**src/hw/serial_core_defines.vh**
```
`ifndef SERIAL_CORE_DEFINES_VH
`define SERIAL_CORE_DEFINES_VH

// ----------------------------------------------------------------
// Register addresses
// ----------------------------------------------------------------
`define ADDR_MODE_CTRL      32'hFFFFFD40
`define ADDR_STATUS         32'hFFFFFD41
`define ADDR_DIVISOR        32'hFFFFFD42
`define ADDR_TRIGGER        32'hFFFFFD43
`define ADDR_SHIFT_DATA     32'hFFFFFD44

// ----------------------------------------------------------------
// Mode control fields
// ----------------------------------------------------------------
`define MODE_UNIT_EN        7
`define MODE_AUTO_EN        6
`define MODE_REPEAT         5
`define MODE_MASTER         4
`define MODE_TX_EN          3
`define MODE_RX_EN          2
`define MODE_BIT_ORDER      1
`define MODE_WR_MASK        8'hFE

// ----------------------------------------------------------------
// Status, divisor and trigger fields
// ----------------------------------------------------------------
`define STAT_CKS_HI         7
`define STAT_CKS_LO         6
`define STAT_BUSY           0
`define DIV_FIELD_HI        1
`define DIV_FIELD_LO        0
`define TRIG_STOP           0

// ----------------------------------------------------------------
// Reset values and counts
// ----------------------------------------------------------------
`define RST_BYTE            8'h00
`define RST_CKS             2'h0
`define RST_DIV             2'h0
`define RST_BITS            3'h0
`define LAST_BIT            3'h7
`define BIT_STEP            3'h1

// Half of the divide ratios 6, 8, 16, 32
`define HALF_DIV6           8'h03
`define HALF_DIV8           8'h04
`define HALF_DIV16          8'h08
`define HALF_DIV32          8'h10
`define CNT_ZERO            8'h00
`define CNT_STEP            8'h01

`endif

```
**src/hw/clocked_serial_unit.v**
```verilog
// Behaviour
// RULE1: Stopped, single-byte and automatic modes only
// RULE2: Stopped mode runs no serial activity
// RULE3: Disabled: data out low, clock high
// RULE4: Auto bit clear: one byte per start
// RULE5: Three wires: clock, data out, in
// RULE6: Reset clears mode and status registers
// RULE7: Status bits 7:6 pick base divide 1/2/4/8
// RULE8: Divisor field divides by 6/8/16/32
// RULE9: Busy reads 1 from start to end
// RULE10: Busy 0 disabled, reset, done, stopped
// RULE11: Busy flag is read-only to software
// RULE12: Software avoids register writes while busy
// RULE13: Buffer memory writes accepted while busy
// RULE14: Software writes zeros to status bits 5:1
// RULE15: Master drives clock, slave uses input
// RULE16: Tx off holds low, rx off ignores
// RULE17: Shift write while enabled and idle starts
// RULE18: After eight bits stop and raise irq
// RULE19: Eight bits, output changes on falling
// RULE20: Bit order reversed at write and read
`include "serial_core_defines.vh"
`default_nettype none

module clocked_serial_unit (
  input  wire        clk,
  input  wire        sys_rst,
  input  wire [31:0] reg_addr,
  input  wire        reg_wr,
  input  wire [7:0]  reg_wdata,
  input  wire        reg_rd,
  output reg  [7:0]  reg_rdata_ff,
  input  wire        serial_clock_pin_in,
  output wire        serial_clock_pin_out,
  output wire        serial_clock_pin_oe,
  output reg         serial_out_pin_ff,
  input  wire        serial_in_pin,
  output reg         transfer_done_irq_ff,
  output wire        auto_transfer_enable
);

  // ------------------------------------------------------------
  // Declarations
  // ------------------------------------------------------------
  reg  [7:0] serial_mode_ctrl_ff;
  reg  [1:0] base_sel_ff;
  reg  [1:0] div_sel_ff;
  reg  [7:0] shift_data_ff;
  reg        transfer_busy_flag_ff;
  reg  [2:0] bit_cnt_ff;
  reg        sck_in_prev_ff;
  reg  [7:0] rd_mux;
  wire       unit_en;
  wire       master;
  wire       tx_en;
  wire       rx_en;
  wire       lsb_first;
  wire       wr_mode;
  wire       wr_status;
  wire       wr_div;
  wire       wr_trig;
  wire       wr_shift;
  wire       start;
  wire       stop_req;
  wire       gen_sck;
  wire       gen_fall;
  wire       gen_rise;
  wire       fall_edge;
  wire       rise_edge;
  wire       last_bit;

  // ------------------------------------------------------------
  // Bit-order reversal, used on write and on read
  // ------------------------------------------------------------
  function [7:0] order_bits;
    input [7:0] data;
    input       reverse;
    integer     i;
    begin
      order_bits = data;
      if (reverse) begin
        for (i = 0; i < 8; i = i + 1) begin
          order_bits[i] = data[7 - i];
        end
      end
    end
  endfunction

  // ------------------------------------------------------------
  // Mode decode
  // ------------------------------------------------------------
  assign unit_en              = serial_mode_ctrl_ff[`MODE_UNIT_EN];
  assign master               = serial_mode_ctrl_ff[`MODE_MASTER];
  assign tx_en                = serial_mode_ctrl_ff[`MODE_TX_EN];
  assign rx_en                = serial_mode_ctrl_ff[`MODE_RX_EN];
  assign lsb_first            = serial_mode_ctrl_ff[`MODE_BIT_ORDER];
  // Automatic multi-byte engine sits outside; it sees this bit
  assign auto_transfer_enable = unit_en & serial_mode_ctrl_ff[`MODE_AUTO_EN]; // RULE1

  // ------------------------------------------------------------
  // Write strobes
  // ------------------------------------------------------------
  // No busy lock on writes except shift data, which is dropped while busy; buffer memory outside stays writable
  assign wr_mode   = reg_wr && (reg_addr == `ADDR_MODE_CTRL); // RULE13
  assign wr_status = reg_wr && (reg_addr == `ADDR_STATUS);
  assign wr_div    = reg_wr && (reg_addr == `ADDR_DIVISOR);
  assign wr_trig   = reg_wr && (reg_addr == `ADDR_TRIGGER);
  assign wr_shift  = reg_wr && (reg_addr == `ADDR_SHIFT_DATA);
  assign stop_req  = wr_trig && reg_wdata[`TRIG_STOP];

  // Enabling after the data write never starts a transfer, since
  // only the write itself is the trigger.
  assign start = wr_shift && unit_en && !transfer_busy_flag_ff
                 && !serial_mode_ctrl_ff[`MODE_AUTO_EN]; // RULE17 RULE4

  // ------------------------------------------------------------
  // Internal transfer clock
  // ------------------------------------------------------------
  serial_clock_gen u_clk_gen (
    .clk          (clk),
    .sys_rst      (sys_rst),
    .run          (transfer_busy_flag_ff & master & unit_en), // RULE2
    .base_sel     (base_sel_ff),   // RULE7
    .div_sel      (div_sel_ff),    // RULE8
    .sck_ff       (gen_sck),
    .fall_tick_ff (gen_fall),
    .rise_tick_ff (gen_rise)
  );

  // ------------------------------------------------------------
  // Edge source: internal ticks or the peer's clock input
  // ------------------------------------------------------------
  assign fall_edge = master ? gen_fall
                            : (sck_in_prev_ff && !serial_clock_pin_in); // RULE15
  assign rise_edge = master ? gen_rise
                            : (!sck_in_prev_ff && serial_clock_pin_in);
  assign last_bit  = (bit_cnt_ff == `LAST_BIT);

  // Clock pin: driven high when disabled, internal clock in master
  assign serial_clock_pin_out = (unit_en && master) ? gen_sck : 1'b1; // RULE3 RULE15
  assign serial_clock_pin_oe  = !unit_en || master;                   // RULE5

  // ------------------------------------------------------------
  // Slave clock history; pin is taken as synchronous
  // ------------------------------------------------------------
  always @(posedge clk) begin
    if (sys_rst) begin
      sck_in_prev_ff <= 1'b1;
    end else begin
      sck_in_prev_ff <= serial_clock_pin_in;
    end
  end

  // ------------------------------------------------------------
  // Control registers
  // ------------------------------------------------------------
  always @(posedge clk) begin
    if (sys_rst) begin
      serial_mode_ctrl_ff <= `RST_BYTE;  // RULE6
      base_sel_ff         <= `RST_CKS;   // RULE6
      div_sel_ff          <= `RST_DIV;
    end else begin
      if (wr_mode) begin
        serial_mode_ctrl_ff <= reg_wdata & `MODE_WR_MASK;
      end
      // Only the clock select is writable here
      if (wr_status) begin
        base_sel_ff <= reg_wdata[`STAT_CKS_HI:`STAT_CKS_LO]; // RULE11 RULE14
      end
      if (wr_div) begin
        div_sel_ff <= reg_wdata[`DIV_FIELD_HI:`DIV_FIELD_LO];
      end
    end
  end

  // ------------------------------------------------------------
  // Transfer engine: shift left, MSB of register leaves first
  // ------------------------------------------------------------
  always @(posedge clk) begin
    transfer_done_irq_ff <= 1'b0;
    if (sys_rst) begin
      shift_data_ff         <= `RST_BYTE;
      transfer_busy_flag_ff <= 1'b0;           // RULE10
      bit_cnt_ff            <= `RST_BITS;
      serial_out_pin_ff     <= 1'b0;
    end else if (!unit_en) begin
      transfer_busy_flag_ff <= 1'b0;           // RULE10
      bit_cnt_ff            <= `RST_BITS;
      serial_out_pin_ff     <= 1'b0;           // RULE3
    end else if (stop_req) begin
      transfer_busy_flag_ff <= 1'b0;           // RULE10
      bit_cnt_ff            <= `RST_BITS;
    end else if (start) begin
      shift_data_ff         <= order_bits(reg_wdata, lsb_first); // RULE20
      transfer_busy_flag_ff <= 1'b1;           // RULE9
      bit_cnt_ff            <= `RST_BITS;
    end else if (transfer_busy_flag_ff) begin
      if (fall_edge) begin
        serial_out_pin_ff <= tx_en & shift_data_ff[7]; // RULE19 RULE16
      end
      if (rise_edge) begin
        // Receive off keeps the line out of the register
        shift_data_ff <= {shift_data_ff[6:0], rx_en & serial_in_pin}; // RULE16
        bit_cnt_ff    <= bit_cnt_ff + `BIT_STEP;
        if (last_bit) begin
          transfer_busy_flag_ff <= 1'b0;       // RULE18 RULE10
          transfer_done_irq_ff  <= 1'b1;       // RULE18
        end
      end
    end
    if (!tx_en) begin
      serial_out_pin_ff <= 1'b0;               // RULE16
    end
  end

  // ------------------------------------------------------------
  // Read path; unmapped addresses read zero
  // ------------------------------------------------------------
  always @* begin
    rd_mux = `RST_BYTE;
    case (reg_addr)
      `ADDR_MODE_CTRL:  rd_mux = serial_mode_ctrl_ff;
      `ADDR_STATUS:     rd_mux = {base_sel_ff, 5'h00, transfer_busy_flag_ff}; // RULE9
      `ADDR_DIVISOR:    rd_mux = {6'h00, div_sel_ff};                        // RULE8
      `ADDR_SHIFT_DATA: rd_mux = order_bits(shift_data_ff, lsb_first);       // RULE20
      default:          rd_mux = `RST_BYTE;
    endcase
  end

  // Registered read data, one cycle after the strobe
  always @(posedge clk) begin
    if (sys_rst) begin
      reg_rdata_ff <= `RST_BYTE;
    end else if (reg_rd) begin
      reg_rdata_ff <= rd_mux;
    end
  end

endmodule

`default_nettype wire

```
**src/hw/serial_clock_gen.v**
```verilog
`include "serial_core_defines.vh"
`default_nettype none

module serial_clock_gen (
  input  wire       clk,
  input  wire       sys_rst,
  input  wire       run,
  input  wire [1:0] base_sel,
  input  wire [1:0] div_sel,
  output reg        sck_ff,
  output reg        fall_tick_ff,
  output reg        rise_tick_ff
);

  reg  [7:0] cnt_ff;
  reg  [7:0] half_div;
  wire [7:0] half_len;

  // ------------------------------------------------------------
  // Half period in clk cycles: base (1,2,4,8) times ratio / 2
  // ------------------------------------------------------------
  always @* begin
    case (div_sel)
      2'h0:    half_div = `HALF_DIV6;
      2'h1:    half_div = `HALF_DIV8;
      2'h2:    half_div = `HALF_DIV16;
      default: half_div = `HALF_DIV32;
    endcase
  end
  assign half_len = half_div << base_sel;

  // ------------------------------------------------------------
  // Clock toggles every half period; idles high when stopped
  // ------------------------------------------------------------
  always @(posedge clk) begin
    fall_tick_ff <= 1'b0;
    rise_tick_ff <= 1'b0;
    if (sys_rst || !run) begin
      cnt_ff <= `CNT_ZERO;
      sck_ff <= 1'b1;
    end else if (cnt_ff == half_len - `CNT_STEP) begin
      cnt_ff       <= `CNT_ZERO;
      sck_ff       <= ~sck_ff;
      fall_tick_ff <= sck_ff;   // RULE15
      rise_tick_ff <= ~sck_ff;
    end else begin
      cnt_ff <= cnt_ff + `CNT_STEP;
    end
  end

endmodule

`default_nettype wire

```
**config.mk**
```make
export PLATFORM = sky130hd
export DESIGN_NAME = clocked_serial_unit
export DESIGN_NICKNAME = d
export VERILOG_FILES = /design/src/hw/clocked_serial_unit.v /design/src/hw/serial_clock_gen.v
export VERILOG_INCLUDE_DIRS = /design/src /design/src/hw
export SDC_FILE = /design/constraint.sdc
export NUM_CORES = 1
export LEC_CHECK = 0
export BUFFER_PORTS_ARGS = -buffer_cell sky130_fd_sc_hd__buf_2
export CORE_ASPECT_RATIO = 1.4
export CORE_UTILIZATION = 45
export CTS_CLUSTER_SIZE = 24
export DETAILED_ROUTE_END_ITERATION = 6
export PLACE_DENSITY = 0.76
export SLEW_MARGIN = 15
export SYNTH_ARGS = -nofsm -noshare
export SYNTH_HDL_FRONTEND = slang
export SYNTH_SLANG_ARGS = --single-unit
```
**constraint.sdc**
```tcl
create_clock -name clk -period 3.3 [get_ports clk]
set_input_delay 0.495 -clock clk [delete_from_list [all_inputs] [get_ports clk]]
set_output_delay 0.495 -clock clk [all_outputs]
set_load 0.05 [all_outputs]
```
Word level (Yosys, flattened, before mapping)
Index checks and enable logic that the tools add are counted.

Bits of input ports: 46. Output and inout port bits: 13. Logic and storage cells: 87. Register bits: 45.

Shift-type cells: 1. Reduce and logical (&&, ||, !) cells: 32. Muxes and demuxes: 15. Add/sub/neg operators: 3. Eq/ne operators: 9. Bitwise gates (word level): 13.

Operators with widths (number): $eq A32 B32 Y1 const B (5); $mux W8 (5); $pmux W8 S4 (1); $pmux W5 S3 (1); $logic_and A1 B1 Y1 (12); $add A8 B1 Y8 const B (1); $eq A8 B8 Y1 (1); $mux W1 (8); $not A1 Y1 (8); $reduce_and A4 Y1 (2); $shl A5 B2 Y8 (1); $sub A8 B1 Y8 const B (1); $logic_not A1 Y1 (6); $reduce_or A3 Y1 (2); $reduce_or A6 Y1 (1); $and A1 B1 Y1 (5); $reduce_bool A2 Y1 (2); $reduce_or A2 Y1 (2); $reduce_or A4 Y1 (1); $add A3 B1 Y3 const B (1); $eq A3 B3 Y1 const B (1); $eq A2 B1 Y1 const B (1); $eq A2 B2 Y1 const B (1); $logic_not A2 Y1 (1); other kinds (2) (3).

Longest topological paths before layout
Gate-level depths: netlist (run 1).

Word-level depth: 7. Mapped depth: 12. Gate-level depth less buffers: 9.

By module
Synthesis (run 1) repeated with hierarchy kept, for this count alone.

Cell total of the unflattened synthesis: 303. Area, all modules: 2648.8 sq um.

Modules (own cells, without submodules): clocked_serial_unit (times used 1, area an instance 1884.3 sq um, cells each 218, sequential area each 680.7 sq um); serial_clock_gen (times used 1, area an instance 764.5 sq um, cells each 85, sequential area each 220.2 sq um).

Worst setup path after synthesis (run 1)
Ideal clock, no wire load.

Kind: flip-flop to flip-flop. Start: register div_sel_ff[0]. End: register u_clk_gen.fall_tick_ff. Required time: 3.235 ns. Buffers on the path: 3. Path slack: 0.609 ns. Period minus slack after synthesis: 2.691 ns. Library setup time: 0.065 ns. Arrival: 2.626 ns. Cell stages (with the launch flop): 13. Cell sequence: dfxtp_1 -> clkbuf_1 -> clkbuf_1 -> nor3_1 -> inv_1 -> ha_1 -> clkbuf_1 -> nand3b_1 -> o211ai_1 -> a221oi_1 -> nand4_1 -> or3b_2 -> nor2_1.

Cells in the longest elaborated chain, start to end: 7. Elaborated cells between the ends (all ways): 9. Those cells by class: 1 x add/sub; 3 x eq/ne; 1 x shift; 1 x mux; 1 x bitwise; 2 x reduce/logical.

Ends and longest elaborated chain: start: declaration (line clocked_serial_unit.v:47) `reg [1:0] div_sel_ff;`; start signal: assignment (line clocked_serial_unit.v:161) `` div_sel_ff <= `RST_DIV; ``; start signal: assignment (line clocked_serial_unit.v:171) `` div_sel_ff <= reg_wdata[`DIV_FIELD_HI:`DIV_FIELD_LO]; ``; $eq A2 B2 Y1, or another cell as far along (line serial_clock_gen.v:23) `case (div_sel)`; $pmux W5 S3 * (line serial_clock_gen.v:23); $shl A5 B2 Y8 * (line serial_clock_gen.v:30) `assign half_len = half_div << base_sel;`; $sub A8 B1 Y8 (no source line) *; $eq A8 B8 Y1 (no source line) *; $not A1 Y1 (no source line) *; $reduce_or A2 Y1 (no source line) *; end signal: assignment (line serial_clock_gen.v:44) `fall_tick_ff <= sck_ff;`; end: declaration (line serial_clock_gen.v:11) `output reg fall_tick_ff,`.

Mark *: on every way between the ends. The rest lies on a longest branch, timed or not. A chain may end at the register's enable or synchronous reset.

Worst setup path in the final report (run 1)
Start: register div_sel_ff[0]. End: register u_clk_gen.rise_tick_ff.

Cells in the longest elaborated chain, start to end: 7. Elaborated cells between the ends (all ways): 9. Those cells by class: 1 x add/sub; 3 x eq/ne; 1 x shift; 1 x mux; 1 x bitwise; 2 x reduce/logical.

Ends and longest elaborated chain: $eq A2 B2 Y1, or another cell as far along (line serial_clock_gen.v:23); $pmux W5 S3 * (line serial_clock_gen.v:23); $shl A5 B2 Y8 * (line serial_clock_gen.v:30); $sub A8 B1 Y8 (no source line) *; $eq A8 B8 Y1 (no source line) *; $not A1 Y1 (no source line) *; $reduce_or A2 Y1 (no source line) *; end signal: assignment (line serial_clock_gen.v:45) `rise_tick_ff <= ~sck_ff;`; end: declaration (line serial_clock_gen.v:12) `output reg rise_tick_ff`.

Marked as above.

==> results of run 1 <==
[placed cells by master (no fill, tap or decap), drive strengths merged, types with 3 or more instances in the layout]
| cell | n |
|---|---|
| nand4 | 7 |
| a211oi | 3 |
| nand3 | 11 |
| a221oi | 3 |
| and3 | 4 |
| nor3 | 7 |
| o2111ai | 5 |
| nor4 | 3 |
| nor3b | 3 |
| o211ai | 3 |
| ha | 4 |
| nand2b | 11 |
| nand3b | 5 |
| xnor2 | 8 |
| dfxtp | 45 |
| mux2 | 12 |
| inv | 12 |
| buf | 65 |
| nor2 | 44 |
| or3b | 3 |
| nand4b | 3 |
| mux2i | 33 |
| nand2 | 14 |
| clkbuf | 5 |
| xor2 | 6 |
| o21ai | 10 |
| a21oi | 15 |
| nor2b | 3 |
[critical path, delay by kind of cell (launching register included)]
family	cells	cell delay [ps]
fa+ha+maj	1	290
compound gates	2	490
buf+inv	2	280
simple gates	5	1300
flops	1	370
[layer usage]
| metal | share of wire [%] | wire, um | global-route usage, % | vias up |
|---|---|---|---|---|
| met5 | 0 | 0 | 0 | - |
| met4 | 2.7 | 175 | 9.35 | 0 |
| met3 | 4.9 | 318 | 2.99 | 15 |
| met2 | 53 | 3440 | 39.5 | 89 |
| met1 | 40 | 2590 | 25.7 | 1183 |
| li1 | - | - | - | 1257 |
[layout make-up]
class	instances	share of cell area, %
multi-input cells	245	54.1
flip-flops and latches	45	28.0
repair buffers	65	10.6
well taps	70	2.72
clock buffers	5	2.14
inverters	12	1.40
clock inverters	2	1.09
[final timing paths]
path	from	end	slack, ps
max	div_sel_ff[0]	u_clk_gen.rise_tick_ff	510
min	serial_clock_pin_in	sck_in_prev_ff	430
max reg2reg	div_sel_ff[0]	u_clk_gen.rise_tick_ff	510
min reg2reg	reg_rdata_ff[4]	reg_rdata_ff[4]	470
[power groups by stage]
| stage | Combinational [mW] | Clock (mW) | Sequential (mW) |
|---|---|---|---|
| 6_report | 0.0674 | 0.403 | 0.543 |
| 5_1_grt | 0.0745 | 0.428 | 0.543 |
| 4_1_cts | 0.0675 | 0.406 | 0.543 |
| 3_5_place_dp | 0.0671 | 0 | 0.556 |
| 3_3_place_gp | 0.0652 | 0 | 0.556 |
| 2_1_floorplan | 0.0326 | 0 | 0.556 |
[cell usage after synthesis, types with 4 or more instances]
library cell  instances  share of area (%)
o21ai_0               8                1.4
mux2_2               12                4.8
mux2i_1              33                 12
dfxtp_1              45                 32
nand2b_1             11                2.4
xnor2_1               8                2.5
o2111ai_1             5                1.6
nor3_1                6                1.1
ha_1                  4                1.8
nand4_1               7                1.6
nand2_1              14                1.9
xor2_1                6                1.9
nand3_1              10                1.8
clkbuf_1             14                1.9
a21oi_1              15                2.7
nand3b_1              5                1.3
inv_1                12                1.6
nor2_1               44                5.9
[flip-flops by register name, indices dropped and copies added (netlist names)]
register,count
sck_in_prev_ff,1
serial_out_pin_ff,1
transfer_busy_flag_ff,1
transfer_done_irq_ff,1
bit_cnt_ff,3
u_clk_gen.sck_ff,1
div_sel_ff,2
reg_rdata_ff,8
u_clk_gen.rise_tick_ff,1
u_clk_gen.fall_tick_ff,1
base_sel_ff,2
serial_mode_ctrl_ff,7
shift_data_ff,8
u_clk_gen.cnt_ff,8
[through the flow]
stage	std cells	cell area [um2]	worst slack (ps)	power, mW	hold slack [ps]
2_1_floorplan	323	2810	609	0.589	422
3_3_place_gp	437	3120	594	0.621	448
3_5_place_dp	437	3120	523	0.623	456
4_1_cts	444	3220	514	1.02	427
5_1_grt	444	3220	219	1.05	438
6_report	444	3220	514	1.01	426
[cells by family after synthesis]
group,share of synthesized area (%)
DFF,32.0
xor gates and xnor gates,4.36
and+or+nand+nor,27.2
muxes,16.6
AOI/OAI and AO/OA,12.1
buffers and inverters,5.96
adders and majority gates,1.78
==> metrics.csv, run 1 <==
metric,value,unit
CTS buffer count,5,
# setup viols final,0,
initial antenna violation count,0,
DRT Wirelength,6530,um
Worst Skew,9.55,ps
DIE AREA,0.00657,mm2
Setup Buffers After CTS,0,
DRC Markers,0,
net switching power,0.219,mW
layout cell share with drive strength beyond 1,25.9,%
Fillers,558,
global route overflow,0,
"Top FF cell, synth",dfxtp_1,
GP Congestion,0.846,
Avg WL per Cell,14.7,um
post-route ant nets,0,
CTS sink count,45,
first-pass GRT wire length,11000,um
Final Util,54.2,%
I/O pin total,59,
DR vias,2544,
Die Height,95.5,um
largest net degree at the start of global routing,30,
Syn Nets,373,
vias in the first global route,2438,
CTS Hold Bufs,0,
deepest clock path buffer count,2,
Comb power frac,6.7,%
Buffers on Ports,58,
# nets final,424,
Site Rows,33,
Internal,0.794,mW
Initial Util,47.3,%
Reg2Reg Depth,10,
sequential power share,53.6,%
Crit Path Class,flop to flop,
first-pass iteration count of the detailed router,4,
Syn Area/Cell,8.70,um2
Crit path largest cell delay,520,ps
worst-skew pair later-pin latency,290,ps
Critical Path RT,3540,ps
Max Cap Viol,0,
worst-margin pin slew,805,ps
drt initial violations,115,
peak supply drop,0.000266,V
Final Hold Vio Count,0,
Multi-input gate area,0.00174,mm2
Synth Cell Area,0.00281,mm2
Post-synth EDFFs,0,
Slew HR,46.3,%
post-cts resize count,0,
"FFs w/ async S/R, synth",0,%
Pins Over Slew Limit,0,
CTS H-tree depth,2,
Final TNS setup,0,ps
sw frac,21.6,%
Final Cycle Share,84.4,%
FF+latch area,901,um2
CP startpoint kind,flop,
Seq cells post-synth,45,
hold crit path type,input port to flop,
post-synthesis sequential area ratio,32.0,%
HPWL reported at the end of detailed placement,5010,um
Crit-path slowest cell,or3b_2,
Clock power frac,39.7,%
Final Critical Period,2790,ps
"critical path fanouts, max",13,
Vias/cell,5.73,
"Reg clk slew, reported paths",80,ps
Inserted Diodes,0,
cell count after synthesis,323,
core area,0.00595,mm2
RSZ-0062 raised after global routing,no,
achievable frequency,359,MHz
Root Driver,clkbuf_8,
Total GRT Usage,22.1,%
status,"complete, no violations",
count of cell types in the netlist,56,
TritonCTS clock tree,built,
number of synthesis warnings,0,
Pwr Density,314,mW/mm2
critical path endpoint category,flop,
area grow syn2layout,14.6,%
Die X,68.8,um
crit-path cells,buf_4 -> nor3_1 -> inv_1 -> ha_1 -> and4b_1 -> a211o_1 -> a211oi_1 -> nand4_1 -> or3b_2 -> nor2_1,
Hold Path Stages,2,
LEAKAGE,1.24,nW
arrival time of the worst setup path,3020,ps
(Power assumes the default switching activity.)
==> inputs of run 2 (changes only) <==
Settings changed: ABC_AREA set to 1, PLACE_DENSITY 0.76 to 0.78.
Clock period 3.3 ns to 2.27 ns, I/O delays scaled along.
==> run 2 against run 1 <==
- total power is 34% higher
- sequential share of layout area is 0.38 points lower
- combinational power is 22% higher
- design area is 1.5% higher
- maximum frequency is 31% higher
- sequential cell count stayed put
- clock power is 20% higher
- sequential power is 45% higher
- largest power group unchanged
==> metrics.csv, run 2 <==
metric,value,unit,change
r2r startpoint,div_sel_ff[1],,
Initial Util,47.3,%,about the same
largest area contributor in the netlist,dfxtp_1,,
hold endpoint,sck_in_prev_ff,,
Buffers on Ports,58,,unchanged
Synth Cell Area,0.00281,mm2,about the same
Post-synth EDFFs,0,,unchanged
"Reg clk slew, reported paths",80,ps,about the same
Die X,68.8,um,about the same
Syn Nets,496,,+33%
deepest clock path buffer count,2,,unchanged
CTS sink count,45,,unchanged
Final Cycle Share,94.0,%,+9.6 points
DRC Markers,0,,unchanged
DIE AREA,0.00658,mm2,about the same
arrival time of the worst setup path,2300,ps,-720 ps
Site Rows,33,,unchanged
Setup Buffers After CTS,0,,unchanged
layout cell share with drive strength beyond 1,17.6,%,-8.3 points
initial antenna violation count,0,,unchanged
Slew HR,62.2,%,+16 points
final instance area,0.00327,mm2,+1.5%
drt initial violations,164,,+43%
"critical path fanouts, max",8,,-5
first-pass iteration count of the detailed router,5,,+1
count of cell types in the netlist,35,,-38%
Hold Path Stages,3,,+1
Critical Path RT,2440,ps,-1100 ps
DR vias,3009,,+18%
dominant cells by area after synthesis,"dfxtp_1 32%, nand2_1 18%, nor2_1 7.7%",,
Pwr Density,415,mW/mm2,+32%
CTS H-tree depth,2,,unchanged
CTS buffer count,5,,unchanged
Max Cap Viol,0,,unchanged
post-cts resize count,0,,unchanged
Final Hold Vio Count,0,,unchanged
peak supply drop,0.000213,V,-20%
hold crit path type,input port to flop,,
hold_ws,242,ps,-184 ps
Pins Over Slew Limit,0,,unchanged
Total GRT Usage,22.2,%,about the same
post-synthesis sequential area ratio,32.0,%,about the same
Final Critical Period,2130,ps,-653 ps
Comb power frac,6.1,%,-0.6 points
HPWL reported at the end of detailed placement,5500,um,+9.8%
area grow syn2layout,16.3,%,
most frequent cell after synthesis,nand2_1,,
sequential power share,58.2,%,+4.6 points
achievable frequency,469,MHz,+31%
Crit Path Class,flop to flop,,
"Cell Area, Placed",0.00317,mm2,+1.8%
DRT Wirelength,6890,um,+5.6%
number of synthesis warnings,0,,unchanged
cell count after synthesis,446,,+38%
"leading cell type in the layout, fill and taps excluded",nand2_1,,
flop-to-flop setup slack,140,ps,-380 ps
Inserted Diodes,0,,unchanged
crit path launch,div_sel_ff[1],,
Die Height,95.6,um,about the same
LEAKAGE,1.49,nW,+20%
worst-margin pin slew,563,ps,-241 ps
Root Driver,clkbuf_8,,
crit-path cells,nor2_4 -> nand3_1 -> ha_1 -> a21oi_1 -> o21ai_0 -> nor2_1 -> nand2_1 -> nor2_1 -> nand2_1 -> nor2_2 -> nand3_2 -> nand2_1 -> nand3_1,,
status,"complete, no violations",,
Seq cells post-synth,45,,unchanged
first-pass GRT wire length,11100,um,+1.3%
Reg2Reg Depth,13,,+3
CP dominant cell by count,nand2_1,,
top flop regs,"reg_rdata_ff x8, shift_data_ff x8, u_clk_gen.cnt_ff x8",,
TritonCTS clock tree,built,,
Internal,1.04,mW,+32%
RR Endpoint,u_clk_gen.sck_ff,,
Final Util,55.0,%,+0.82 points
critical path endpoint category,flop,,
Clock power frac,35.8,%,-3.9 points
post-route ant nets,0,,unchanged
"Top FF cell, synth",dfxtp_1,,
sw frac,23.1,%,+1.4 points
Vias/cell,5.22,,-8.8%
Worst Skew,7.32,ps,-2.22 ps
commonest cells in the synthesized netlist,"135 x nand2_1, 58 x nor2_1, 45 x dfxtp_1, 45 x inv_1, 42 x nand3_1",,
CTS Hold Bufs,0,,unchanged
Syn Area/Cell,6.31,um2,-28%
core area,0.00595,mm2,unchanged
# nets final,555,,+31%
Crit-path slowest cell,dfxtp_2,,
pre-CTS setup slack,63.3,ps,-460 ps
Hold Crit Start,serial_clock_pin_in,,
I/O pin total,59,,unchanged
CP startpoint kind,flop,,
"FFs w/ async S/R, synth",0,%,unchanged
# setup viols final,0,,unchanged
share of the synthesized area in the top cell type,32.0,%,about the same
GP Congestion,0.867,,+2.5%
net switching power,0.313,mW,+43%
vias in the first global route,2725,,+12%
largest net degree at the start of global routing,27,,-10%
Avg WL per Cell,12.0,um,-19%
worst-skew pair later-pin latency,300,ps,about the same
most frequent cells in the layout,"135 x nand2_1, 58 x buf_2, 57 x nor2_1, 45 x inv_1, 44 x dfxtp_1",,
Crit path largest cell delay,380,ps,-140 ps
slack of the critical path,136,ps,-377 ps
Final TNS setup,0,ps,unchanged
global route overflow,0,,unchanged
run 2: cell types whose count changed after synthesis, sizes merged, moves of 10 or more:
cell,previous run,this run
mux2,12,0
clkbuf,17,4
a21oi,15,25
nand3,11,44
mux2i,33,8
o21ai,10,20
nor2,44,60
nand2b,11,0
inv,12,51
nand2,14,137
run 2: kinds of logic (layout without fill, tap and decap cells):
group           after synthesis  after routing  synth area share, %
flops                        45             45                 32.0
fa+ha+maj                     4              4                 1.78
compound gates               51             51                 9.56
xor+xnor                     10             10                 3.11
simple gates                263            263                 41.3
mux                           8              8                 2.85
buf+inv                      65            125                 9.43
run 2: critical path, delay by kind of cell, from the launching register on:
family                   cells  cell delay [ps]
AO/OA/AOI/OAI                2              260
adder cells (fa/ha/maj)      1              330
flip-flops                   1              380
AND/OR/NAND/NOR             10             1030
run 2: worst max path at each step:
stage / to / slack, ps / cells after the start
3_5_place_dp: u_clk_gen.cnt_ff[2] / 60 / 13
6_report: u_clk_gen.sck_ff / 140 / 13
4_1_cts: u_clk_gen.cnt_ff[2] / 40 / 13
2_1_floorplan: u_clk_gen.cnt_ff[0] / 310 / 14
5_1_grt: u_clk_gen.cnt_ff[3] / -7 / 13
3_3_place_gp: u_clk_gen.cnt_ff[0] / 210 / 13
run 2: layout make-up:
cell class                      count  area (um2)
Clock buffer                        7        76.3
Clock inverter                      1        7.51
Sequential cell                    45         902
Multi-Input combinational cell    336        1660
Fill cell                         629        2670
Inverter                           52         195
Timing Repair Buffer               65         343
Tap cell                           70        87.6
run 2: stage by stage:
| stage | instances | total power, mW |
|---|---|---|
| after floorplan | 446 | 0.838 |
| after global placement | 568 | 0.888 |
| after detailed placement | 568 | 0.891 |
| after CTS | 576 | 1.37 |
| after global routing | 576 | 1.40 |
| final | 576 | 1.36 |
run 2: power by group through the flow:
stage                     clock, mW  sequential [mW]  combinational, mW
after CTS                     0.494            0.790             0.0823
final                         0.485            0.790             0.0824
after global routing          0.520            0.790             0.0913
after floorplan                   0            0.808             0.0294
after detailed placement          0            0.809             0.0821
after global placement            0            0.808             0.0800
run 2: layer usage:
layer	GRT usage [%]	up-vias	wire, um
met5	0	-	0
met4	10.2	0	228
met2	39.7	71	3470
li1	-	1542	-
met1	24.3	1377	2950
met3	4.31	19	249
